$ cat src/design/mudpc_pkg.sv
// Package: register map, field layouts and constants of the delay phase controller
package mudpc_pkg;

   ////////////////////////////////////////////////////////////////////////////
   // Register offsets
   localparam logic [7:0] ADDR_IRQ_EN = 8'h03;
   localparam logic [7:0] ADDR_IRQ_STAT = 8'h04;
   localparam logic [7:0] ADDR_PARM = 8'h24;
   localparam logic [7:0] ADDR_SRCH = 8'h2F;
   localparam logic [7:0] ADDR_DCC = 8'h30;
   localparam logic [7:0] ADDR_CLKN = 8'h31;
   localparam logic [7:0] ADDR_CLKP = 8'h32;
   localparam logic [7:0] ADDR_CTRL = 8'h33;
   localparam logic [7:0] ADDR_DLY_LO = 8'h39;
   localparam logic [7:0] ADDR_DLY_HI = 8'h3A;
   localparam logic [7:0] ADDR_BOOST = 8'h3E;

   ////////////////////////////////////////////////////////////////////////////
   // Interrupt bit positions and the parameter update bit
   localparam int IRQ_PARITY = 7;
   localparam int IRQ_UPD_SET = 6;
   localparam int IRQ_UPD_CLR = 5;
   localparam int IRQ_LOCK_ACQ = 3;
   localparam int IRQ_LOCK_LOST = 2;
   localparam int IRQ_SAT = 1;
   localparam int PARM_BIT = 7;

   ////////////////////////////////////////////////////////////////////////////
   // Reset values
   localparam logic [7:0] RST_ZERO = 8'h00;
   localparam logic [7:0] RST_BOOST = 8'h08;

   ////////////////////////////////////////////////////////////////////////////
   // Limits and encodings
   localparam logic [8:0] DELAY_MAX = 9'h1AF;
   localparam logic [8:0] DELAY_MIN = 9'h000;
   localparam logic [4:0] PHASE_MAX = 5'h10;
   localparam logic [4:0] PHASE_MIN = 5'h00;
   localparam logic [4:0] SLOPE_STEP = 5'h02;
   localparam logic [4:0] COARSE_TOL = 5'h02;
   localparam logic [4:0] EXACT_TOL = 5'h00;
   localparam int LOSS_LIMIT_DEF = 5;
   localparam int GUARD_SCALE = 7;
   localparam int TYPICAL_LOCK_CYCLES = 180000;
   localparam logic [1:0] DIR_DOWN = 2'h0;
   localparam logic [1:0] DIR_UP = 2'h1;
   localparam logic [1:0] DIR_ALT = 2'h2;
   localparam logic [1:0] MODE_SEARCH_TRACK = 2'h0;
   localparam logic [1:0] MODE_TRACK_ONLY = 2'h1;
   localparam logic [1:0] MODE_SEARCH_ONLY = 2'h2;

   ////////////////////////////////////////////////////////////////////////////
   // Field layouts
   typedef struct packed {
      logic restart_on_loss;
      logic slope_pos;
      logic [1:0] mode;
      logic sample_readback;
      logic [1:0] aux;
      logic enable;
   } mudpc_ctrl_t;

   typedef struct packed {
      logic search_exactness;
      logic spare;
      logic track_err;
      logic [4:0] endpoint_margin;
   } mudpc_srch_t;

   typedef struct packed {
      logic delay_lsb;
      logic [1:0] search_dir;
      logic [4:0] target_phase;
   } mudpc_dlylo_t;

   typedef struct packed {
      logic [7:0] duty_cycle;
      logic [7:0] neg_clock_cm_level;
      logic [7:0] pos_clock_cm_level;
      logic [7:0] boost;
   } mudpc_analog_t;

endpackage

$ cat src/design/mudpc_irq_bank.sv
// Interrupt enable, sticky status with write-one-to-clear, and pin output
`timescale 1ns/1ps
`default_nettype none
module mudpc_irq_bank #(
   parameter int W = 8
) (
   // Clock and reset
   input wire logic i_clock,
   input wire logic i_rst_n,
   // Register writes
   input wire logic i_en_we,
   input wire logic i_stat_we,
   input wire logic [W-1:0] i_wdata,
   // Events
   input wire logic [W-1:0] i_set,
   input wire logic [W-1:0] i_hw_clr,
   // Outputs
   output logic [W-1:0] o_enable,
   output logic [W-1:0] o_status,
   output logic o_irq
);

   generate
      if (W < 1) begin : g_bad_width
         $error("mudpc_irq_bank: width must be positive");
      end
   endgenerate

   logic [W-1:0] enable_reg;
   logic [W-1:0] status_reg;
   logic [W-1:0] status_next;
   logic irq_reg;

   always_ff @(posedge i_clock or negedge i_rst_n) begin
      if (!i_rst_n) begin
         enable_reg <= '0;
      end else if (i_en_we) begin
         enable_reg <= i_wdata;
      end
   end

   // Set beats any clear landing in the same cycle
   always_comb begin
      status_next = status_reg & ~(i_stat_we ? i_wdata : {W{1'b0}});
      status_next = status_next & ~i_hw_clr;
      status_next = status_next | (i_set & enable_reg);
   end

   always_ff @(posedge i_clock or negedge i_rst_n) begin
      if (!i_rst_n) begin
         status_reg <= '0;
      end else begin
         status_reg <= status_next;
      end
   end

   // Pin only says something is pending
   always_ff @(posedge i_clock or negedge i_rst_n) begin
      if (!i_rst_n) begin
         irq_reg <= 1'b0;
      end else begin
         irq_reg <= |(status_next & enable_reg);
      end
   end

   assign o_enable = enable_reg;
   assign o_status = status_reg;
   assign o_irq = irq_reg;

endmodule
`default_nettype wire

$ cat src/design/mudpc_top.sv
// Delay phase controller: register file, search, slope check, tracking, readback
`timescale 1ns/1ps
`default_nettype none
module mudpc_top #(
   parameter int LOSS_LIMIT = mudpc_pkg::LOSS_LIMIT_DEF
) (
   // Clock and reset
   input wire logic i_clock,
   input wire logic i_rst_n,
   // Register port behind the serial interface
   input wire logic i_reg_wr,
   input wire logic i_reg_rd,
   input wire logic [7:0] i_reg_addr,
   input wire logic [7:0] i_reg_wdata,
   output logic [7:0] o_reg_rdata,
   // Phase comparator and delay line
   input wire logic [4:0] i_phase,
   input wire logic i_phase_valid,
   output logic [8:0] o_delay_code,
   output mudpc_pkg::mudpc_analog_t o_analog_cfg,
   // Other interrupt sources
   input wire logic i_parity_err,
   input wire logic i_sat_err,
   // Status
   output logic o_locked,
   output logic o_parameter_update,
   output logic o_irq
);

   generate
      if (LOSS_LIMIT < 1 || LOSS_LIMIT > 16) begin : g_bad_limit
         $error("mudpc_top: LOSS_LIMIT out of range");
      end
   endgenerate

   typedef enum logic [2:0] {S_IDLE, S_SEEK, S_UP, S_DN, S_TRACK, S_HOLD, S_FAIL} mudpc_state_t;

   function automatic logic [4:0] mudpc_pdiff(input logic [4:0] a, input logic [4:0] b);
      mudpc_pdiff = (a > b) ? (a - b) : (b - a);
   endfunction

   function automatic logic mudpc_wr(input logic we, input logic [7:0] a, input logic [7:0] b);
      mudpc_wr = we && (a == b);
   endfunction

   ////////////////////////////////////////////////////////////////////////////
   // Registers

   mudpc_pkg::mudpc_ctrl_t ctrl_reg;
   mudpc_pkg::mudpc_srch_t srch_reg;
   mudpc_pkg::mudpc_dlylo_t dlylo_reg;
   mudpc_pkg::mudpc_analog_t ana_reg;
   logic [7:0] dlyhi_reg;
   logic [7:0] parm_reg;
   logic [7:0] rdata_reg;
   logic [7:0] irq_enable;
   logic [7:0] irq_status;

   always_ff @(posedge i_clock or negedge i_rst_n) begin
      if (!i_rst_n) begin
         ctrl_reg <= mudpc_pkg::RST_ZERO;
         srch_reg <= mudpc_pkg::RST_ZERO;
         dlylo_reg <= mudpc_pkg::RST_ZERO;
         dlyhi_reg <= mudpc_pkg::RST_ZERO;
         parm_reg <= mudpc_pkg::RST_ZERO;
         ana_reg <= {mudpc_pkg::RST_ZERO, mudpc_pkg::RST_ZERO, mudpc_pkg::RST_ZERO,
                     mudpc_pkg::RST_BOOST};
      end else if (i_reg_wr) begin
         case (i_reg_addr)
            mudpc_pkg::ADDR_CTRL: ctrl_reg <= i_reg_wdata;
            mudpc_pkg::ADDR_SRCH: srch_reg <= i_reg_wdata;
            mudpc_pkg::ADDR_DLY_LO: dlylo_reg <= i_reg_wdata;
            mudpc_pkg::ADDR_DLY_HI: dlyhi_reg <= i_reg_wdata;
            mudpc_pkg::ADDR_PARM: parm_reg <= i_reg_wdata;
            mudpc_pkg::ADDR_DCC: ana_reg.duty_cycle <= i_reg_wdata;
            mudpc_pkg::ADDR_CLKN: ana_reg.neg_clock_cm_level <= i_reg_wdata;
            mudpc_pkg::ADDR_CLKP: ana_reg.pos_clock_cm_level <= i_reg_wdata;
            mudpc_pkg::ADDR_BOOST: ana_reg.boost <= i_reg_wdata;
            default: ;
         endcase
      end
   end

   ////////////////////////////////////////////////////////////////////////////
   // Derived configuration

   logic [8:0] start_code;
   logic [4:0] tgt;
   logic tgt_ok;
   logic [8:0] margin;
   logic [4:0] tol;
   logic [4:0] ph;
   logic phv;

   assign start_code = {dlyhi_reg, dlylo_reg.delay_lsb};
   assign tgt = dlylo_reg.target_phase;
   assign tgt_ok = (tgt <= mudpc_pkg::PHASE_MAX);
   assign margin = 9'(32'(srch_reg.endpoint_margin) * mudpc_pkg::GUARD_SCALE);
   assign tol = srch_reg.search_exactness ? mudpc_pkg::EXACT_TOL : mudpc_pkg::COARSE_TOL;
   assign ph = i_phase;
   assign phv = i_phase_valid;

   ////////////////////////////////////////////////////////////////////////////
   // Engine state

   mudpc_state_t st_reg;
   logic [8:0] dly_reg;
   logic [8:0] up_ptr_reg;
   logic [8:0] dn_ptr_reg;
   logic turn_reg;
   logic band_reg;
   logic [8:0] base_reg;
   logic [4:0] p0_reg;
   logic [4:0] pup_reg;
   logic locked_reg;

   // Seek step selection
   logic band_any;
   logic [8:0] lo_lim;
   logic [8:0] hi_lim;
   logic can_up;
   logic can_dn;
   logic go_up;
   logic go_dn;
   logic seek_wrap;

   always_comb begin
      band_any = band_reg || (dlylo_reg.search_dir != mudpc_pkg::DIR_ALT);
      lo_lim = band_any ? mudpc_pkg::DELAY_MIN : margin;
      hi_lim = band_any ? mudpc_pkg::DELAY_MAX : (mudpc_pkg::DELAY_MAX - margin);
      can_up = (up_ptr_reg < hi_lim) && (dlylo_reg.search_dir != mudpc_pkg::DIR_DOWN);
      can_dn = (dn_ptr_reg > lo_lim) && (dlylo_reg.search_dir != mudpc_pkg::DIR_UP);
      go_up = can_up && (turn_reg || !can_dn);
      go_dn = can_dn && !go_up;
      seek_wrap = !can_up && !can_dn && !band_any;
   end

   // Measurement checks
   logic ph_match;
   logic up_stop;
   logic dn_stop;
   logic slope_ok;
   logic found;
   logic do_seek;
   logic trk_match;
   logic lock_ev;
   logic lost_ev;

   always_comb begin
      ph_match = tgt_ok && (mudpc_pdiff(ph, tgt) <= tol);
      up_stop = (mudpc_pdiff(ph, p0_reg) >= mudpc_pkg::SLOPE_STEP) ||
                (ph == mudpc_pkg::PHASE_MAX) || (ph == mudpc_pkg::PHASE_MIN) ||
                (dly_reg == mudpc_pkg::DELAY_MAX);
      dn_stop = (mudpc_pdiff(ph, p0_reg) >= mudpc_pkg::SLOPE_STEP) ||
                (ph == mudpc_pkg::PHASE_MAX) || (ph == mudpc_pkg::PHASE_MIN) ||
                (dly_reg == mudpc_pkg::DELAY_MIN);
      if (ctrl_reg.slope_pos) begin
         slope_ok = (pup_reg >= tgt) && (ph <= tgt) && (pup_reg != ph);
      end else begin
         slope_ok = (pup_reg <= tgt) && (ph >= tgt) && (pup_reg != ph);
      end
      found = phv && (st_reg == S_DN) && dn_stop && slope_ok;
      do_seek = phv && (((st_reg == S_SEEK) && !ph_match) ||
                        ((st_reg == S_DN) && dn_stop && !slope_ok));
      trk_match = phv && (st_reg == S_TRACK) && !locked_reg && tgt_ok && (ph == tgt);
      lock_ev = found || trk_match;
      lost_ev = phv && locked_reg && ((st_reg == S_TRACK) || (st_reg == S_HOLD)) &&
                (32'(mudpc_pdiff(ph, tgt)) > LOSS_LIMIT);
   end

   ////////////////////////////////////////////////////////////////////////////
   // Search and track engine

   always_ff @(posedge i_clock or negedge i_rst_n) begin
      if (!i_rst_n) begin
         st_reg <= S_IDLE;
         dly_reg <= mudpc_pkg::DELAY_MIN;
         up_ptr_reg <= mudpc_pkg::DELAY_MIN;
         dn_ptr_reg <= mudpc_pkg::DELAY_MIN;
         turn_reg <= 1'b1;
         band_reg <= 1'b0;
         base_reg <= mudpc_pkg::DELAY_MIN;
         p0_reg <= mudpc_pkg::PHASE_MIN;
         pup_reg <= mudpc_pkg::PHASE_MIN;
      end else if (!ctrl_reg.enable) begin
         // Manual mode: delay line follows the written code
         st_reg <= S_IDLE;
         dly_reg <= start_code;
      end else if ((st_reg == S_IDLE) || (lost_ev && ctrl_reg.restart_on_loss)) begin
         dly_reg <= start_code;
         up_ptr_reg <= start_code;
         dn_ptr_reg <= start_code;
         turn_reg <= 1'b1;
         band_reg <= 1'b0;
         if (ctrl_reg.mode == mudpc_pkg::MODE_TRACK_ONLY) begin
            st_reg <= S_TRACK;
         end else begin
            st_reg <= S_SEEK;
         end
      end else if (do_seek) begin
         st_reg <= S_SEEK;
         if (go_up) begin
            up_ptr_reg <= up_ptr_reg + 9'h001;
            dly_reg <= up_ptr_reg + 9'h001;
            turn_reg <= 1'b0;
         end else if (go_dn) begin
            dn_ptr_reg <= dn_ptr_reg - 9'h001;
            dly_reg <= dn_ptr_reg - 9'h001;
            turn_reg <= 1'b1;
         end else if (seek_wrap) begin
            band_reg <= 1'b1;
         end else if (srch_reg.track_err) begin
            st_reg <= S_FAIL;
         end else begin
            dly_reg <= start_code;
            up_ptr_reg <= start_code;
            dn_ptr_reg <= start_code;
            turn_reg <= 1'b1;
            band_reg <= 1'b0;
         end
      end else if (phv) begin
         case (st_reg)
            S_SEEK: begin
               base_reg <= dly_reg;
               p0_reg <= ph;
               st_reg <= S_UP;
               if (dly_reg != mudpc_pkg::DELAY_MAX) begin
                  dly_reg <= dly_reg + 9'h001;
               end
            end
            S_UP: begin
               if (up_stop) begin
                  pup_reg <= ph;
                  st_reg <= S_DN;
                  dly_reg <= (base_reg == mudpc_pkg::DELAY_MIN) ? base_reg :
                             (base_reg - 9'h001);
               end else begin
                  dly_reg <= dly_reg + 9'h001;
               end
            end
            S_DN: begin
               if (found) begin
                  dly_reg <= base_reg;
                  // Search-only parks on the found code without tracking
                  st_reg <= (ctrl_reg.mode == mudpc_pkg::MODE_SEARCH_ONLY) ? S_HOLD :
                            S_TRACK;
               end else begin
                  dly_reg <= dly_reg - 9'h001;
               end
            end
            S_TRACK: begin
               // Direction comes from the configured slope, never re-measured
               if ((ph < tgt) == ctrl_reg.slope_pos) begin
                  if ((ph != tgt) && (dly_reg != mudpc_pkg::DELAY_MAX)) begin
                     dly_reg <= dly_reg + 9'h001;
                  end
               end else if ((ph != tgt) && (dly_reg != mudpc_pkg::DELAY_MIN)) begin
                  dly_reg <= dly_reg - 9'h001;
               end
            end
            S_HOLD: ;
            S_FAIL: ;
            default: st_reg <= S_IDLE;
         endcase
      end
   end

   ////////////////////////////////////////////////////////////////////////////
   // Lock state

   always_ff @(posedge i_clock or negedge i_rst_n) begin
      if (!i_rst_n) begin
         locked_reg <= 1'b0;
      end else if (!ctrl_reg.enable || (st_reg == S_IDLE)) begin
         locked_reg <= 1'b0;
      end else if (lost_ev) begin
         locked_reg <= 1'b0;
      end else if (lock_ev) begin
         locked_reg <= 1'b1;
      end
   end

   ////////////////////////////////////////////////////////////////////////////
   // Readback sampling

   logic sample_d_reg;
   logic rb_valid_reg;
   logic [8:0] rb_dly_reg;
   logic [4:0] rb_ph_reg;
   logic [4:0] last_ph_reg;
   logic sample_edge;

   assign sample_edge = ctrl_reg.sample_readback && !sample_d_reg;

   always_ff @(posedge i_clock or negedge i_rst_n) begin
      if (!i_rst_n) begin
         sample_d_reg <= 1'b0;
         last_ph_reg <= mudpc_pkg::PHASE_MIN;
      end else begin
         sample_d_reg <= ctrl_reg.sample_readback;
         if (phv) begin
            last_ph_reg <= ph;
         end
      end
   end

   // Holding the bit high does not refresh the captured values
   always_ff @(posedge i_clock or negedge i_rst_n) begin
      if (!i_rst_n) begin
         rb_valid_reg <= 1'b0;
         rb_dly_reg <= mudpc_pkg::DELAY_MIN;
         rb_ph_reg <= mudpc_pkg::PHASE_MIN;
      end else if (sample_edge) begin
         rb_valid_reg <= 1'b1;
         rb_dly_reg <= dly_reg;
         rb_ph_reg <= last_ph_reg;
      end else if (mudpc_wr(i_reg_wr, i_reg_addr, mudpc_pkg::ADDR_DLY_LO) ||
                   mudpc_wr(i_reg_wr, i_reg_addr, mudpc_pkg::ADDR_DLY_HI)) begin
         rb_valid_reg <= 1'b0;
      end
   end

   ////////////////////////////////////////////////////////////////////////////
   // Parameter update bit registering

   logic parm_q1_reg;
   logic parm_q2_reg;

   always_ff @(posedge i_clock or negedge i_rst_n) begin
      if (!i_rst_n) begin
         parm_q1_reg <= 1'b0;
         parm_q2_reg <= 1'b0;
      end else begin
         parm_q1_reg <= parm_reg[mudpc_pkg::PARM_BIT];
         parm_q2_reg <= parm_q1_reg;
      end
   end

   ////////////////////////////////////////////////////////////////////////////
   // Interrupts

   logic [7:0] irq_set;
   logic [7:0] irq_hw_clr;

   always_comb begin
      irq_set = '0;
      irq_set[mudpc_pkg::IRQ_PARITY] = i_parity_err;
      irq_set[mudpc_pkg::IRQ_UPD_SET] = parm_q1_reg && !parm_q2_reg;
      irq_set[mudpc_pkg::IRQ_UPD_CLR] = !parm_q1_reg && parm_q2_reg;
      irq_set[mudpc_pkg::IRQ_LOCK_ACQ] = lock_ev;
      irq_set[mudpc_pkg::IRQ_LOCK_LOST] = lost_ev;
      irq_set[mudpc_pkg::IRQ_SAT] = i_sat_err;
      irq_hw_clr = '0;
      irq_hw_clr[mudpc_pkg::IRQ_LOCK_ACQ] = lost_ev;
   end

   mudpc_irq_bank #(
      .W(8)
   ) u_irq (
      .i_clock(i_clock),
      .i_rst_n(i_rst_n),
      .i_en_we(mudpc_wr(i_reg_wr, i_reg_addr, mudpc_pkg::ADDR_IRQ_EN)),
      .i_stat_we(mudpc_wr(i_reg_wr, i_reg_addr, mudpc_pkg::ADDR_IRQ_STAT)),
      .i_wdata(i_reg_wdata),
      .i_set(irq_set),
      .i_hw_clr(irq_hw_clr),
      .o_enable(irq_enable),
      .o_status(irq_status),
      .o_irq(o_irq)
   );

   ////////////////////////////////////////////////////////////////////////////
   // Register read

   always_ff @(posedge i_clock or negedge i_rst_n) begin
      if (!i_rst_n) begin
         rdata_reg <= mudpc_pkg::RST_ZERO;
      end else if (i_reg_rd) begin
         case (i_reg_addr)
            mudpc_pkg::ADDR_IRQ_EN: rdata_reg <= irq_enable;
            mudpc_pkg::ADDR_IRQ_STAT: rdata_reg <= irq_status;
            mudpc_pkg::ADDR_PARM: rdata_reg <= parm_reg;
            mudpc_pkg::ADDR_SRCH: rdata_reg <= srch_reg;
            mudpc_pkg::ADDR_DCC: rdata_reg <= ana_reg.duty_cycle;
            mudpc_pkg::ADDR_CLKN: rdata_reg <= ana_reg.neg_clock_cm_level;
            mudpc_pkg::ADDR_CLKP: rdata_reg <= ana_reg.pos_clock_cm_level;
            mudpc_pkg::ADDR_CTRL: rdata_reg <= ctrl_reg;
            mudpc_pkg::ADDR_DLY_LO: begin
               rdata_reg <= rb_valid_reg ?
                            {rb_dly_reg[0], dlylo_reg.search_dir, rb_ph_reg} : dlylo_reg;
            end
            mudpc_pkg::ADDR_DLY_HI: rdata_reg <= rb_valid_reg ? rb_dly_reg[8:1] : dlyhi_reg;
            mudpc_pkg::ADDR_BOOST: rdata_reg <= ana_reg.boost;
            default: rdata_reg <= mudpc_pkg::RST_ZERO;
         endcase
      end
   end

   ////////////////////////////////////////////////////////////////////////////
   // Outputs

   assign o_reg_rdata = rdata_reg;
   assign o_delay_code = dly_reg;
   assign o_analog_cfg = ana_reg;
   assign o_locked = locked_reg;
   assign o_parameter_update = parm_q1_reg;

endmodule
`default_nettype wire

$ cat config.mk
export PLATFORM = sky130hd
export DESIGN_NAME = mudpc_top
export DESIGN_NICKNAME = d
export VERILOG_FILES = /design/src/design/mudpc_pkg.sv /design/src/design/mudpc_irq_bank.sv /design/src/design/mudpc_top.sv
export SDC_FILE = /design/constraint.sdc
export NUM_CORES = 1
export LEC_CHECK = 0
export BUFFER_PORTS_ARGS = -buffer_cell sky130_fd_sc_hd__buf_2
export CAP_MARGIN = 20
export CORE_MARGIN = 4
export CORE_UTILIZATION = 60
export CTS_CLUSTER_DIAMETER = 80
export DETAILED_ROUTE_END_ITERATION = 16
export PLACE_DENSITY = 0.79
export SKIP_CTS_REPAIR_TIMING = 1
export SLEW_MARGIN = 20
export SYNTH_ARGS = -nofsm -noshare
export SYNTH_HDL_FRONTEND = slang
export SYNTH_SLANG_ARGS = --single-unit
$ cat constraint.sdc
create_clock -name i_clock -period 6.1 [get_ports i_clock]
set_clock_uncertainty 0.1 [all_clocks]
set_input_delay 1.525 -clock i_clock [delete_from_list [all_inputs] [get_ports i_clock]]
set_output_delay 1.525 -clock i_clock [all_outputs]
set_load 0.01 [all_outputs]
==> results.toml, run 1 <==
[final_layout]
area_growth_pct = 10.60
antenna_cells = 0
drive_gt1_frac = 0.2301
seqCellArea_sq_mm = 0.004307
fin_area_sq_mm = 0.01255
fillers = 1469
nNetsFinal = 1294
multi_input_area_sq_mm = 0.006591
largest_register_ffs = 32

[placement]
dp_hpwl_um = 22690
io_buffers = 79
gp_congestion = 0.9675
dpl-instance-area_sq_mm = 0.01195
pre_cts_slack_ps = 565.9

[clock_tree]
cts-buffers-inserted = 17
clock_sinks = 172
cts_buffer_depth = 2
insertion_delay_ps = 440
h-tree-depth = 4
clkTransAtPathRegs_ps = 80
cts_tree = "done"
cts_root_buf = "clkbuf_16"

[synthesis]
ys_async_sr_fraction = 1.000
synth-xor-area-share = 0.03705
ys_seq_area_frac = 0.3796
synth_compound_area_frac = 0.1717
synthSimpleGateAreaFrac = 0.1375
ys_types = 85
synth_enable_flop_cells = 0
synth_fa_ha_area_frac = 0.07433
avgSynthCellArea_sq_um = 9.944
yosysWarnings = 0
synth_area_sq_mm = 0.01135
synth_largest_area_cell = "dfrtp_1"
ys.flop_type = "dfrtp_1"
synth.mux.area_fraction = 0.1599
syn_inst = 1141
synth_top_family_by_area = "compound AO/OA/AOI/OAI gates"
syn_nets = 1231
ys_ff_latch = 172
synth_area_leaders = "dfrtp_1, mux2_2, ha_1, nand2_1, a21oi_1"
synth.top_cell.area_share = 0.3749

[setup_path]
cp_max_fo = 10
end_kind = "register"
r2r-start = "srch_reg[2]"
reg2reg_slack_ps = 590
crit_start = "srch_reg[2]"
r2r_cells = 21
critPathLaunchType = "register"
reg2reg_to = "dn_ptr_reg[6]"
cp.required_ps = 6330
arrival_ps = 5740
path_class = "register to register"

[timing]
hold_viol_final = 0
max_freq_ghz = 0.1815
finalCritPeriodShare = 0.9035
fin_tns_setup_ps = 0
fin_crit_ps = 5511
maxSlewHeadroom = 0.2781
setup_slack_ps = 588.8
setup_viol = 0
whs_ps = 299.7
rsz0062_at_grt = "no"
worst-slew-pin-transition_ps = 1076
drv_slew = 0

[global_route]
grt_use_total = 0.2945
grt_pass1_wl_um = 50640
grt_pass1_vias = 9378
antenna_found_initial = 0
grt_overflow = 0
grt_max_degree = 107

[hold_path]
hold_class = "register to register"
min-delay-start = "parm_reg[7]"
min_path_cells = 0
whs_endpoint = "o_parameter_update"

[die]
core-area_sq_mm = 0.01864
die_area_sq_mm = 0.02117
initial_core_util = 0.6086
die_w_um = 145.5
die_y_um = 145.5
io_pins = 80
rows = 50

[pwr]
ir_drop_mv = 0.2215
p_per_area_mw_per_mm2 = 265.3
p_leak_nw = 5.828

[route]
vias_per_cell = 6.509
drc = 0
first_iter_violations = 1034
ant_nets = 0
dr_total_vias = 9444
routedWlPerCell_um = 21.37
wl_um = 31000
dr.pass1.iters = 6

[flow_run]
cap_violations = 0

[run_status]
outcome = "finished, final reports clean"
-- cells by family (layout without fill, tap and decap cells) --
family,Yosys count,after routing
xor gates and xnor gates,48,48
adders and majority gates,62,62
and+or+nand+nor,317,317
AOI/OAI and AO/OA,273,273
muxes,156,156
DFF,172,172
buffers and inverters,113,189
-- Yosys cell counts (all sizes together) (3+ instances only) --
cell type	count
o21ai	57
a21o	12
a22oi	17
fa	9
buf	15
o31ai	10
or2	7
mux2	122
nand3	48
a2111oi	4
or3	12
a221oi	6
a21boi	7
dfrtp	170
xnor2	31
o311ai	3
nor2b	12
a222oi	9
nor3	20
o21a	6
a221o	4
o211ai	10
xor2	17
and2	7
o2bb2ai	3
a22o	3
o31a	4
nand4	10
o22ai	11
clkbuf	38
nand2	89
mux4	8
a211oi	6
a21oi	58
and3	16
o2111ai	5
ha	53
mux2i	26
inv	60
nand2b	9
a31oi	16
nor3b	5
nor2	62
nor4	8
a41o	3
-- final cells by class --
class / instances / share of cell area
Clock buffer: 18 / 0.03500
Clock inverter: 14 / 0.01226
Inverter: 60 / 0.01795
Multi-Input combinational cell: 856 / 0.5253
Sequential cell: 172 / 0.3432
Tap cell: 234 / 0.02333
Timing Repair Buffer: 97 / 0.04298
-- cells in the final DEF (no fill, tap or decap), drive strengths merged, types with 6 or more instances in the layout --
master	count
a22oi	17
and2	7
and3	16
nand3	48
nor2	62
o31ai	10
inv	65
mux2i	26
mux4	8
o211ai	10
nor3	20
or2	7
a21oi	58
nor2b	12
a221oi	6
a21boi	7
nand2	89
clkbuf	19
o21a	6
a222oi	9
a31oi	16
nand4	10
mux2	122
o22ai	11
xor2	17
ha	53
clkinv	7
xnor2	31
dfrtp	170
a21o	12
nor4	8
a211oi	6
fa	9
buf	96
o21ai	57
or3	12
nand2b	9
-- metal layers --
| layer | vias up | track usage | share of wire |
|---|---|---|---|
| met1 | 4640 | 0.4019 | 0.43 |
| met4 | 0 | 0.08452 | 0.023 |
| li1 | 4322 | - | - |
| met3 | 62 | 0.05139 | 0.067 |
| met5 | - | 0 | 0 |
| met2 | 420 | 0.4880 | 0.48 |
-- through the flow --
step                      cells  utilization  power [mW]
final                      1451       0.6731       3.329
after global placement     1419       0.6411       2.229
after detailed placement   1419       0.6411       2.241
after floorplan            1141            -       1.974
after CTS                  1451       0.6730       3.318
after global routing       1451       0.6731       3.507
-- critical path, cell delays in order (launching register included) --
cell,delay (ps)
dfrtp_1,500
fa_1,550
ha_1,170
inv_1,60
fa_1,400
inv_1,70
a21oi_1,70
nor2_1,90
nor2_1,50
xnor2_1,310
xor2_1,190
nand2_1,70
ha_1,340
a21o_1,160
a21o_1,200
a2111oi_4,660
nand2_1,110
nand2_1,240
nand2_1,90
a41o_2,350
and2_1,270
mux2_1,340
-- worst max-delay path by stage --
stage / to / slack, ps / cells past startpoint
final: dn_ptr_reg[6] / 590 / 21
after floorplan: dn_ptr_reg[6] / 1170 / 22
after global routing: up_ptr_reg[6] / 180 / 23
after global placement: st_reg[0] / 700 / 15
after detailed placement: st_reg[0] / 570 / 15
after CTS: dn_ptr_reg[6] / 620 / 21
-- report_power, final --
| part | total [mW] | switching, mW | internal (mW) |
|---|---|---|---|
| logic | 0.814 | 0.463 | 0.351 |
| clock network | 1.08 | 0.528 | 0.557 |
| registers | 1.43 | 0.181 | 1.25 |
| total | 3.33 | 1.17 | 2.16 |
Note: power is estimated with default switching activity, not from simulation.
==> inputs of run 2 (changes only) <==
--- a/config.mk
+++ b/config.mk
@@ -5,8 +5,8 @@
 export SDC_FILE = /design/constraint.sdc
 export NUM_CORES = 1
 export LEC_CHECK = 0
-export BUFFER_PORTS_ARGS = -buffer_cell sky130_fd_sc_hd__buf_2
-export CAP_MARGIN = 20
+export BUFFER_PORTS_ARGS = -buffer_cell sky130_fd_sc_hd__clkbuf_2
+export CAP_MARGIN = 40
 export CORE_MARGIN = 4
 export CORE_UTILIZATION = 60
 export CTS_CLUSTER_DIAMETER = 80
==> constraint.sdc (replaced) <==
create_clock -name i_clock -period 6.1 [get_ports i_clock]
set_clock_uncertainty 0.1 [all_clocks]
set_input_delay 0.305 -clock i_clock [delete_from_list [all_inputs] [get_ports i_clock]]
set_output_delay 0.305 -clock i_clock [all_outputs]
set_load 0.01 [all_outputs]
==> results.toml, run 2 (synthesis gave the netlist of run 1 again) <==
[run_status]
outcome = "finished, final reports clean"

[setup_path]
crit_slowest_cell = "a2111oi_4"
end_kind = "register"
r2r_cells = 21
cp_slowest_stage_delay_ps = 600
crit_chain = "fa_1, ha_1, inv_1, fa_1, inv_1, a21oi_1, nor2_1, nor2_1, xnor2_1, xor2_1, nand2_1, ha_1, a21o_1, a21o_1, a2111oi_4, o21ai_1, buf_4, nand2_1, o21ai_0, a21oi_2, mux2_2"
cp.required_ps = 6340
critPathLaunchType = "register"
arrival_ps = 5720
cp_max_fo = 21
path_class = "register to register"

[final_layout]
drive_gt1_frac = 0.2303
layout_common_cells = "dfrtp_1, mux2_2, nand2_1, clkbuf_2, nor2_1"
nNetsFinal = 1297
largest_register_ffs = 32
final_common_cell = "dfrtp_1"
fin_cells = 1454
antenna_cells = 0
post-route-util = 0.6753
area_growth_pct = 10.96

[die]
die_y_um = 145.5
die_area_sq_mm = 0.02117
io_pins = 80
rows = 50
initial_core_util = 0.6086
core-area_sq_mm = 0.01864
die_w_um = 145.5

[route]
first_iter_violations = 884
drc = 0
ant_nets = 0
dr_total_vias = 9633
vias_per_cell = 6.625
wl_um = 31340
dr.pass1.iters = 6
routedWlPerCell_um = 21.56

[timing]
fin_tns_setup_ps = 0
whs_ps = 23.91
drv_slew = 0
maxSlewHeadroom = 0.4962
worst-slew-pin-transition_ps = 745.5
rsz0062_at_grt = "no"
finalCritPeriodShare = 0.8990
setup_viol = 0
hold_viol_final = 0
max_freq_ghz = 0.1824
fin_crit_ps = 5484

[pwr]
p_per_area_mw_per_mm2 = 265.7
p_leak_nw = 5.823
ir_drop_mv = 0.2115

[clock_tree]
clkTransAtPathRegs_ps = 80
cts_buffer_depth = 2
h-tree-depth = 4
cts-buffers-inserted = 17
clock_sinks = 172
cts_tree = "done"
cts_root_buf = "clkbuf_16"
insertion_delay_ps = 450

[placement]
dp_hpwl_um = 23110
place_inst = 1418
io_buffers = 79
gp_congestion = 0.9239

[global_route]
grt_pass1_vias = 9380
antenna_found_initial = 0
grt_pass1_wl_um = 50720
grt_max_degree = 58
grt_overflow = 0
grt_use_total = 0.2965

[hold_path]
hold_class = "input pin to register"
min_path_cells = 2

[flow_run]
cap_violations = 0
==> run 2: routing by layer <==
layer	routed length, um	vias to the layer above	track usage	share of wire
met4	1010	0	0.1192	0.032
met2	15160	498	0.4861	0.48
li1	-	4356	-	-
met5	0	-	0	0
met3	2643	83	0.05575	0.084
met1	12530	4696	0.3918	0.40
==> run 2: final timing paths <==
path,from,endpoint,slack (ps)
worst max register to register,srch_reg[2],up_ptr_reg[7],620
max in group asynchronous,i_rst_n,srch_reg[0],4300
min in group asynchronous,i_rst_n,base_reg[1],230
worst min-delay path,i_sat_err,u_irq.o_status[1],20
worst min register to register,parm_reg[7],o_parameter_update,300
worst max-delay path,srch_reg[2],up_ptr_reg[7],620
==> run 2: critical path: cells and delay by family, from the launching register on <==
family                     cells  cell delay (ps)
DFF                            1              490
and+or+nand+nor                4              300
muxes                          1              400
adders and majority gates      4             1400
AOI/OAI and AO/OA              7             1800
buffers and inverters          3              370
xor gates and xnor gates       2              510
==> run 2: area by class of cell <==
cell class              instances  area, sq um
clock buffers                  18        429.2
multi-input cells             856         6591
fillers                      1440         6053
flip-flops and latches        172         4307
clock inverters                14        150.1
well taps                     234        292.8
inverters                      60        225.2
repair buffers                100        594.3
==> run 2: stage by stage <==
| stage | setup WS (ps) | area [sq um] | power (mW) |
|---|---|---|---|
| final | 616.2 | 12590 | 3.345 |
| after global routing | 276.7 | 12590 | 3.505 |
| after CTS | 643.2 | 12560 | 3.330 |
| after detailed placement | 671.6 | 11980 | 2.251 |
| after global placement | 745.9 | 11920 | 2.225 |
| after floorplan | 1174 | 11350 | 1.974 |
==> run 2: power by group <==
group          internal (mW)  switching, mW  total (mW)
Clock                  0.548          0.538        1.09
Combinational          0.355          0.472       0.826
Sequential              1.25          0.184        1.43
